$ cat src/tcp_pkg.sv
package tcp_pkg;

  // ==========================================================
  // Register map
  localparam logic [7:0] COUNT_ADDR = 8'h01;
  localparam logic [7:0] OPTION_ADDR = 8'h10;
  localparam logic [7:0] DIR_ADDR = 8'h11;

  // ==========================================================
  // Option fields and reset values
  localparam int OPT_WAKE_BIT = 7;
  localparam int OPT_PULL_BIT = 6;
  localparam int OPT_CS_BIT = 5;
  localparam int OPT_SE_BIT = 4;
  localparam int OPT_PSA_BIT = 3;
  localparam int OPT_PS_HI = 2;
  localparam int OPT_PS_LO = 0;
  localparam logic [7:0] OPTION_RESET = 8'hFF;
  localparam logic [3:0] DIR_RESET = 4'hF;
  localparam int EXT_PIN_IDX = 2;
  localparam logic [7:0] COUNT_RESET = 8'h00;
  localparam logic [7:0] READ_ZERO = 8'h00;

  // ==========================================================
  // Timing: one oscillator period per clock, four per instruction
  localparam int CLK_PERIOD_NS = 5;
  localparam int TOSC_NS = 5;
  localparam int TOSC_PER_INSTR = 4;
  localparam int CLK_PER_INSTR = (TOSC_PER_INSTR * TOSC_NS + CLK_PERIOD_NS - 1) / CLK_PERIOD_NS;
  localparam int INHIBIT_INSTR = 2;
  localparam logic [3:0] INHIBIT_CLKS = 4'(INHIBIT_INSTR * CLK_PER_INSTR);

  // ==========================================================
  // Internal phase clocks of an instruction cycle
  typedef enum logic [1:0] {
    PH_Q1 = 2'b00,
    PH_Q2 = 2'b01,
    PH_Q3 = 2'b10,
    PH_Q4 = 2'b11
  } tcp_phase_type;

endpackage

$ cat src/tcp_phase_sampler.sv
module tcp_phase_sampler (
  input wire logic ref_clk_i,
  input wire logic rst_b_i,
  input wire logic sample_en_i,
  input wire logic src_i,
  output logic level_o,
  output logic rise_o
);

  // ==========================================================
  // Sampling on Q2 and Q4 only
  logic level_reg;
  logic level_prev_reg;
  logic rise_reg;

  // Source caught only at the chosen phases, so short glitches between miss.
  // Reset high: a source already high at release is not taken as a fresh edge
  always_ff @(posedge ref_clk_i or negedge rst_b_i) begin
    if (!rst_b_i) begin
      level_reg <= 1'b1;
    end else if (sample_en_i) begin
      level_reg <= src_i;
    end
  end

  // Sampled level one clock back, same reset level as the sample
  always_ff @(posedge ref_clk_i or negedge rst_b_i) begin
    if (!rst_b_i) begin
      level_prev_reg <= 1'b1;
    end else begin
      level_prev_reg <= level_reg;
    end
  end

  // One pulse per new high sample; the extra stage keeps the count three or four clocks behind src_i
  always_ff @(posedge ref_clk_i or negedge rst_b_i) begin
    if (!rst_b_i) begin
      rise_reg <= 1'b0;
    end else begin
      rise_reg <= level_reg && !level_prev_reg;
    end
  end

  assign level_o = level_reg;
  assign rise_o = rise_reg;
endmodule

$ cat src/tcp_prescaler.sv
module tcp_prescaler #(
  parameter int WIDTH = 8
) (
  input wire logic ref_clk_i,
  input wire logic rst_b_i,
  input wire logic clear_i,
  input wire logic step_i,
  input wire logic [2:0] ratio_i,
  output logic tap_o,
  output logic tick_o,
  output logic [WIDTH-1:0] count_o
);

  // ==========================================================
  // Shared divider, invisible to software
  logic [WIDTH-1:0] cnt_reg;
  logic [WIDTH-1:0] low_mask;

  // Ratio n keeps bits n..0, giving division by 2^(n+1)
  always_comb begin
    low_mask = WIDTH'((2 << ratio_i) - 1);
  end

  // Clear dominates a step; reset leaves all zeros
  always_ff @(posedge ref_clk_i or negedge rst_b_i) begin
    if (!rst_b_i) begin
      cnt_reg <= '0;
    end else if (clear_i) begin
      cnt_reg <= '0;
    end else if (step_i) begin
      cnt_reg <= cnt_reg + 1'b1;
    end
  end

  assign tick_o = step_i && !clear_i && ((cnt_reg & low_mask) == low_mask);
  assign tap_o = cnt_reg[ratio_i]; // Square wave, symmetric by construction
  assign count_o = cnt_reg;
endmodule

$ cat src/tcp_timer.sv
// What this block does
// - Source select clear, no prescaler: count rises once every instruction cycle.
// - Counting is held off for two instruction cycles after a count write.
// - Source select set: count follows selected edge of the external pin.
// - Edge select clear counts rising edges; set counts falling edges.
// - Assign bit clear gives prescaler to timer, set gives it to watchdog.
// - Assign bit is option bit 3; ratio field is bits 2 to 0.
// - Prescaler on timer divides by 2 up to 256, doubling per step.
// - Prescaler is an 8-bit counter with no software read or write path.
// - With prescaler on timer, any count write clears the prescaler.
// - With prescaler on watchdog, clear-watchdog clears prescaler and watchdog.
// - Every reset leaves the prescaler at zero.
// - No prescaler on timer: external input passes straight to sampling.
// - Counter mode with prescaler: pin divided first, symmetric output sampled.
// - Prescaler output is sampled on phases Q2 and Q4.
// - Count moves three to five oscillator periods after an input change.
// - Source select set forces the external pin to input.
module tcp_timer #(
  parameter int COUNT_WIDTH = 8,
  parameter int PRESC_WIDTH = 8,
  parameter int PIN_COUNT = 4
) (
  input wire logic ref_clk_i,
  input wire logic rst_b_i,
  input wire logic [7:0] addr_i,
  input wire logic [7:0] wdata_i,
  input wire logic wr_i,
  input wire logic rd_i,
  output logic [7:0] rdata_o,
  input wire logic ext_count_pin_i,
  input wire logic clear_watchdog_instr_i,
  input wire logic wdt_base_tick_i,
  output logic wdt_tick_o,
  output logic wdt_clear_o,
  output logic [PIN_COUNT-1:0] pin_oe_o,
  output logic pullup_disable_o,
  output logic pin_wake_disable_o
);

  // ==========================================================
  // Address decode
  function automatic logic addr_is(input logic [7:0] a, input logic [7:0] target);
    addr_is = (a == target);
  endfunction

  logic wr_count;
  logic wr_option;
  logic wr_dir;

  // Decode of write strobes
  always_comb begin
    wr_count = 1'b0;
    wr_option = 1'b0;
    wr_dir = 1'b0;
    if (wr_i && addr_is(addr_i, tcp_pkg::COUNT_ADDR)) begin
      wr_count = 1'b1;
    end else if (wr_i && addr_is(addr_i, tcp_pkg::OPTION_ADDR)) begin
      wr_option = 1'b1;
    end else if (wr_i && addr_is(addr_i, tcp_pkg::DIR_ADDR)) begin
      wr_dir = 1'b1;
    end
  end

  // ==========================================================
  // Configuration registers
  logic [7:0] option_config_reg;
  logic [PIN_COUNT-1:0] pin_direction_reg;
  logic clock_source_sel;
  logic source_edge_sel;
  logic prescaler_assign;
  logic [2:0] prescale_ratio;

  // Write-only option register
  always_ff @(posedge ref_clk_i or negedge rst_b_i) begin
    if (!rst_b_i) begin
      option_config_reg <= tcp_pkg::OPTION_RESET;
    end else if (wr_option) begin
      option_config_reg <= wdata_i;
    end
  end

  // Write-only direction register
  always_ff @(posedge ref_clk_i or negedge rst_b_i) begin
    if (!rst_b_i) begin
      pin_direction_reg <= PIN_COUNT'(tcp_pkg::DIR_RESET);
    end else if (wr_dir) begin
      pin_direction_reg <= wdata_i[PIN_COUNT-1:0];
    end
  end

  // Field split
  assign clock_source_sel = option_config_reg[tcp_pkg::OPT_CS_BIT];
  assign source_edge_sel = option_config_reg[tcp_pkg::OPT_SE_BIT];
  assign prescaler_assign = option_config_reg[tcp_pkg::OPT_PSA_BIT];
  assign prescale_ratio = option_config_reg[tcp_pkg::OPT_PS_HI:tcp_pkg::OPT_PS_LO];

  // ==========================================================
  // Instruction phase sequencer
  tcp_pkg::tcp_phase_type phase_reg;
  tcp_pkg::tcp_phase_type phase_next;

  // Q1 to Q4 then around again
  always_comb begin
    case (phase_reg)
      tcp_pkg::PH_Q1: phase_next = tcp_pkg::PH_Q2;
      tcp_pkg::PH_Q2: phase_next = tcp_pkg::PH_Q3;
      tcp_pkg::PH_Q3: phase_next = tcp_pkg::PH_Q4;
      default: phase_next = tcp_pkg::PH_Q1;
    endcase
  end

  // Phase state
  always_ff @(posedge ref_clk_i or negedge rst_b_i) begin
    if (!rst_b_i) begin
      phase_reg <= tcp_pkg::PH_Q1;
    end else begin
      phase_reg <= phase_next;
    end
  end

  logic instr_end;
  logic sample_phase;
  assign instr_end = (phase_reg == tcp_pkg::PH_Q4);
  assign sample_phase = (phase_reg == tcp_pkg::PH_Q2) || (phase_reg == tcp_pkg::PH_Q4);

  // ==========================================================
  // External source and prescaler
  logic src_raw;
  logic src_prev_reg;
  logic src_edge;
  logic presc_clear;
  logic presc_step;
  logic presc_tap;
  logic presc_tick;
  logic [PRESC_WIDTH-1:0] presc_count;

  // Falling edges turned into rising ones by inversion
  assign src_raw = ext_count_pin_i ^ source_edge_sel;

  // Previous pin level for the divider's edge step
  always_ff @(posedge ref_clk_i or negedge rst_b_i) begin
    if (!rst_b_i) begin
      src_prev_reg <= 1'b0;
    end else begin
      src_prev_reg <= src_raw;
    end
  end

  assign src_edge = src_raw && !src_prev_reg;

  // Divider clear by whichever user owns it
  assign presc_clear = (wr_count && !prescaler_assign)
    || (clear_watchdog_instr_i && prescaler_assign);

  // Divider step source, never two owners at once
  always_comb begin
    if (prescaler_assign) begin
      presc_step = wdt_base_tick_i;
    end else if (clock_source_sel) begin
      presc_step = src_edge;
    end else begin
      presc_step = instr_end;
    end
  end

  tcp_prescaler #(
    .WIDTH(PRESC_WIDTH)
  ) u_prescaler (
    .ref_clk_i(ref_clk_i),
    .rst_b_i(rst_b_i),
    .clear_i(presc_clear),
    .step_i(presc_step),
    .ratio_i(prescale_ratio),
    .tap_o(presc_tap),
    .tick_o(presc_tick),
    .count_o(presc_count)
  );

  // ==========================================================
  // Synchronisation of the counter-mode source
  logic sync_src;
  logic sync_rise;

  // Bypass passes the pin straight through when the divider is elsewhere
  assign sync_src = prescaler_assign ? src_raw : presc_tap;

  tcp_phase_sampler u_sampler (
    .ref_clk_i(ref_clk_i),
    .rst_b_i(rst_b_i),
    .sample_en_i(sample_phase),
    .src_i(sync_src),
    .level_o(),
    .rise_o(sync_rise)
  );

  // ==========================================================
  // Count register
  logic [COUNT_WIDTH-1:0] count_value_reg;
  logic [3:0] inhibit_reg;
  logic inc_src;
  logic inc_ok;

  // Increment cause per mode
  always_comb begin
    if (clock_source_sel) begin
      inc_src = sync_rise;
    end else if (prescaler_assign) begin
      inc_src = instr_end;
    end else begin
      inc_src = presc_tick;
    end
  end

  assign inc_ok = inc_src && (inhibit_reg == '0) && !wr_count;

  // Write hold-off, in clocks; lost increments are the user's to adjust for
  always_ff @(posedge ref_clk_i or negedge rst_b_i) begin
    if (!rst_b_i) begin
      inhibit_reg <= '0;
    end else if (wr_count) begin
      inhibit_reg <= tcp_pkg::INHIBIT_CLKS;
    end else if (inhibit_reg != '0) begin
      inhibit_reg <= inhibit_reg - 1'b1;
    end
  end

  // Write wins over an increment in the same cycle
  always_ff @(posedge ref_clk_i or negedge rst_b_i) begin
    if (!rst_b_i) begin
      count_value_reg <= COUNT_WIDTH'(tcp_pkg::COUNT_RESET);
    end else if (wr_count) begin
      count_value_reg <= wdata_i[COUNT_WIDTH-1:0];
    end else if (inc_ok) begin
      count_value_reg <= count_value_reg + 1'b1;
    end
  end

  // ==========================================================
  // Outputs, all registered
  logic [7:0] rdata_reg;
  logic wdt_tick_reg;
  logic wdt_clear_reg;
  logic [PIN_COUNT-1:0] pin_oe_reg;
  logic [7:0] rdata_next;

  // Only the count reads back; other addresses read zero
  always_comb begin
    rdata_next = tcp_pkg::READ_ZERO;
    if (rd_i && addr_is(addr_i, tcp_pkg::COUNT_ADDR)) begin
      rdata_next = 8'(count_value_reg);
    end
  end

  // Read data for one cycle only
  always_ff @(posedge ref_clk_i or negedge rst_b_i) begin
    if (!rst_b_i) begin
      rdata_reg <= tcp_pkg::READ_ZERO;
    end else begin
      rdata_reg <= rdata_next;
    end
  end

  // Watchdog gets divided ticks only while it owns the divider
  always_ff @(posedge ref_clk_i or negedge rst_b_i) begin
    if (!rst_b_i) begin
      wdt_tick_reg <= 1'b0;
      wdt_clear_reg <= 1'b0;
    end else begin
      wdt_tick_reg <= prescaler_assign ? presc_tick : wdt_base_tick_i;
      wdt_clear_reg <= clear_watchdog_instr_i;
    end
  end

  // Drivers on where direction bit is clear; counter mode forces pin to input
  always_ff @(posedge ref_clk_i or negedge rst_b_i) begin
    if (!rst_b_i) begin
      pin_oe_reg <= '0;
    end else begin
      pin_oe_reg <= ~pin_direction_reg;
      if (clock_source_sel) begin
        pin_oe_reg[tcp_pkg::EXT_PIN_IDX] <= 1'b0;
      end
    end
  end

  assign rdata_o = rdata_reg;
  assign wdt_tick_o = wdt_tick_reg;
  assign wdt_clear_o = wdt_clear_reg;
  assign pin_oe_o = pin_oe_reg;
  assign pullup_disable_o = option_config_reg[tcp_pkg::OPT_PULL_BIT];
  assign pin_wake_disable_o = option_config_reg[tcp_pkg::OPT_WAKE_BIT];
endmodule

$ cat config.mk
export PLATFORM = sky130hd
export DESIGN_NAME = tcp_timer
export DESIGN_NICKNAME = d
export VERILOG_FILES = /design/src/tcp_pkg.sv /design/src/tcp_phase_sampler.sv /design/src/tcp_prescaler.sv /design/src/tcp_timer.sv
export SDC_FILE = /design/constraint.sdc
export NUM_CORES = 1
export LEC_CHECK = 0
export BUFFER_PORTS_ARGS = -buffer_cell sky130_fd_sc_hd__buf_2
export CELL_PAD_IN_SITES_DETAIL_PLACEMENT = 1
export CELL_PAD_IN_SITES_GLOBAL_PLACEMENT = 2
export CORE_ASPECT_RATIO = 1.5
export CORE_UTILIZATION = 30
export CTS_CLUSTER_DIAMETER = 60
export CTS_CLUSTER_SIZE = 24
export DETAILED_ROUTE_END_ITERATION = 7
export PLACE_DENSITY = 0.64
export SLEW_MARGIN = 5
export SYNTH_ARGS = -nofsm -noshare
export SYNTH_HDL_FRONTEND = slang
export SYNTH_SLANG_ARGS = --single-unit
$ cat constraint.sdc
create_clock -name ref_clk_i -period 2.5 [get_ports ref_clk_i]
set_input_delay 0.125 -clock ref_clk_i [delete_from_list [all_inputs] [get_ports ref_clk_i]]
set_output_delay 0.125 -clock ref_clk_i [all_outputs]
set_load 0.01 [all_outputs]
==> impl_results.md <==
- Leakage power: about 1.4 nW
- Min Clock Period, post-route: 2320 ps
- Number of setup violations in the final report: 0
- Class of the most critical setup path: flip-flop to flip-flop
- Total Routed Length: 6.00 mm
- Final HPWL from detailed placement: about 4.5 mm
- Growth of design area from synthesis to finish: 20.3%
- Chip Height: 115 µm
- Max-capacitance violation count: 0
- H-tree depth reported by CTS: 2
- Clock tree from TritonCTS: yes
- Fraction of the yosys area taken by sequential cells: about half
- Syn nets: 265
- Ant diodes: 0
- EDFF count, synth: 0
- Final routed wire length divided by cell count: around 15 µm
- Final GP Congestion: 0.722
- Post CTS Setup Buffer Count: 0
- Worst endpoint data arrival time: about 2500 ps
- Clock input transition at the sequential cells of the worst setup and hold paths: 70 ps
- Clock Skew: 4.37 ps
- DRT iter0 DRCs: 55
- Number of hold-slack violations in the final timing report: 0
- Number of unique standard cell types used by synthesis: 51
- Overall global routing resource usage: 15.2%
- Placement-stage cell area: 2890 µm²
- Overall die area: 8870 µm²
- # IOs: 39
- Power density over cell area: 679 nW/µm²
- Element type at the critical path start: flip-flop
- Setup repair after global routing missed its margin: no
- CTS sink count: 52
- Number of synthesized register bits: 52
- Number of antenna violations at the first check in global routing: 0
- Synthesized area: 2550 µm²
- Final period util: 92.7%
- Initial core utilization: 31.4%
- Via count of the first global-routing pass: approximately 2.1k
- Req. time, crit path: 2700 ps
- Flop-to-flop setup slack: 180 ps
- Iteration count of the initial detailed-routing pass: 3
- Count of input and output buffers: 38
- Horiz. Die Dim: ~77 µm
- Maximum fanout count along the critical path: 7
- Synthesis warning total: 0
- Placeable Area: 8110 µm²
- Number of clock buffers inserted by TritonCTS: 5
- Number of instances in the synthesized netlist: 234
- Primary flip-flop cell chosen by synthesis mapping: sky130_fd_sc_hd__dfrtp_1
- Setup Slack @ Placement: approximately 46 ps
- Hold WC Path Type: input pin to flip-flop
- Share of layout cells above drive strength 1: 32.5%
- Residual DRC count: 0
- Area occupied by registers: 1320 µm²
- Final max-slew violation count: 0
- Final Net Count: 313
- Fillers: 938
- Area of the multi-input gates: ~1100 µm²
- Remaining Overflow, GRT: 0
- Worst slew margin: between 60% and 70%
- Peak supply drop: 0.257 mV
- Final Worst Setup Slack: 182 ps
- Remaining antenna violation count: 0
- Maximum clock frequency: approximately 430 MHz
- Routed via count: approximately 1.9k
- Wire length of the first global-routing pass: 10.2 mm
- Number of core rows: 40
- Critical path endpoint category: flip-flop
- Post-route cell area: between 3000 and 4000 µm²
- Maximum clock insertion buffer count: 2
- Status: completed
- Post-detailed-route via-to-cell ratio: around 4.8
- Slew at the pin closest to its max-slew limit: slightly below 500 ps
- Share of flip-flops with an asynchronous set or reset after synthesis: 100%
- Total negative slack: 0 ps
- Mean area per synthesized cell: ~11 µm²
- CTS Root Cell: sky130_fd_sc_hd__clkbuf_16
- Pin count of the biggest net entering global routing: 53
- Top library cells by usage in the layout, fill and taps aside: sky130_fd_sc_hd__dfrtp_1, sky130_fd_sc_hd__buf_2, sky130_fd_sc_hd__nor2_1
- Skew-Pair Late Insertion Delay: 290 ps
[area by class of cell]
cell class,count,share of cell area [%]
flip-flops and latches,52,43.0
multi-input cells,161,37.4
well taps,105,4.29
clock inverters,1,0.163
inverters,15,1.84
clock buffers,7,4.33
repair buffers,47,8.98
[path summary, 6_finish.rpt]
kind / depth (start not counted) / from / endpoint
worst max register to register: 7 / option_config_reg[2] / wdt_tick_o
worst max-delay path: 7 / option_config_reg[2] / wdt_tick_o
worst min register to register: 0 / u_sampler.level_o / u_sampler.level_prev_reg
worst min-delay path: 2 / ext_count_pin_i / src_prev_reg
min in group asynchronous: 3 / rst_b_i / rdata_o[2]
max in group asynchronous: 3 / rst_b_i / u_sampler.level_o
[synthesized netlist by cell type (all sizes together), types with 2 or more instances]
library cell,number,area [µm²]
dfstp,14,368
a21o,2,15.0
nor3,3,15.0
or3,2,17.5
buf,4,35.0
xnor2,7,61.3
inv,15,56.3
clkbuf,2,7.51
nor2b,2,12.5
and2,10,62.6
o221a,4,45.0
nand2,16,62.6
xor2,4,35.0
ha,8,100
mux2i,6,60.1
a31oi,2,12.5
nand4,5,31.3
nor2,27,101
and3,7,43.8
o21ai,10,50.1
nand3,8,45.0
mux2,10,113
nand2b,3,21.3
a21oi,6,33.8
nand3b,2,15.0
dfrtp,38,951
[where the power goes]
part	internal [mW]	switching (mW)	leakage (nW)
Combinational	0.177	0.177	0.727
Clock	0.371	0.305	0.0679
Sequential	0.946	0.107	0.622
[critical path, stage by stage (launching register included)]
cell                       delay [ps]
sky130_fd_sc_hd__dfstp_2          400
sky130_fd_sc_hd__or3_4            400
sky130_fd_sc_hd__ha_2             320
sky130_fd_sc_hd__o221ai_1         110
sky130_fd_sc_hd__nor4_1           180
sky130_fd_sc_hd__o211a_1          260
sky130_fd_sc_hd__or3b_2           450
sky130_fd_sc_hd__o21ai_0          100
[stage by stage]
stage	cells	util (%)	hold WS, ps	power [mW]
finish	388	37.8	65.3	2.08
global route	388	37.8	52.1	2.20
CTS	388	37.6	52.1	2.12
detailed placement	378	35.7	153	1.42
global placement	378	35.7	145	1.41
floorplan	234	-	-171	1.29
[what timing repair did]
item / 4_1_cts / 5_1_grt
endpoints found under the hold margin: 39 / 0
gates resized for setup: 0 / 5
setup endpoints to repair: 0 / 9
hold buffers: 2 / 0
[cell families (layout without fill, tap and decap cells)]
family	after synthesis	after routing	share of synthesized area, %
adder cells (fa/ha/maj)	8	8	3.93
flip-flops	52	52	51.8
multiplexers	17	17	7.66
buffers and inverters	21	70	3.88
XOR/XNOR	11	11	3.78
AO/OA/AOI/OAI	34	34	10.4
AND/OR/NAND/NOR	91	91	18.6
[layer usage]
| metal | routed length (µm) | up-vias | track usage [%] |
|---|---|---|---|
| met5 | 0 | - | 0 |
| met4 | 98 | 0 | 5.66 |
| li1 | - | 903 | - |
| met1 | 2470 | 924 | 16.1 |
| met3 | 137 | 6 | 3.02 |
| met2 | 3290 | 23 | 29.3 |
(Power assumes the default switching activity.)
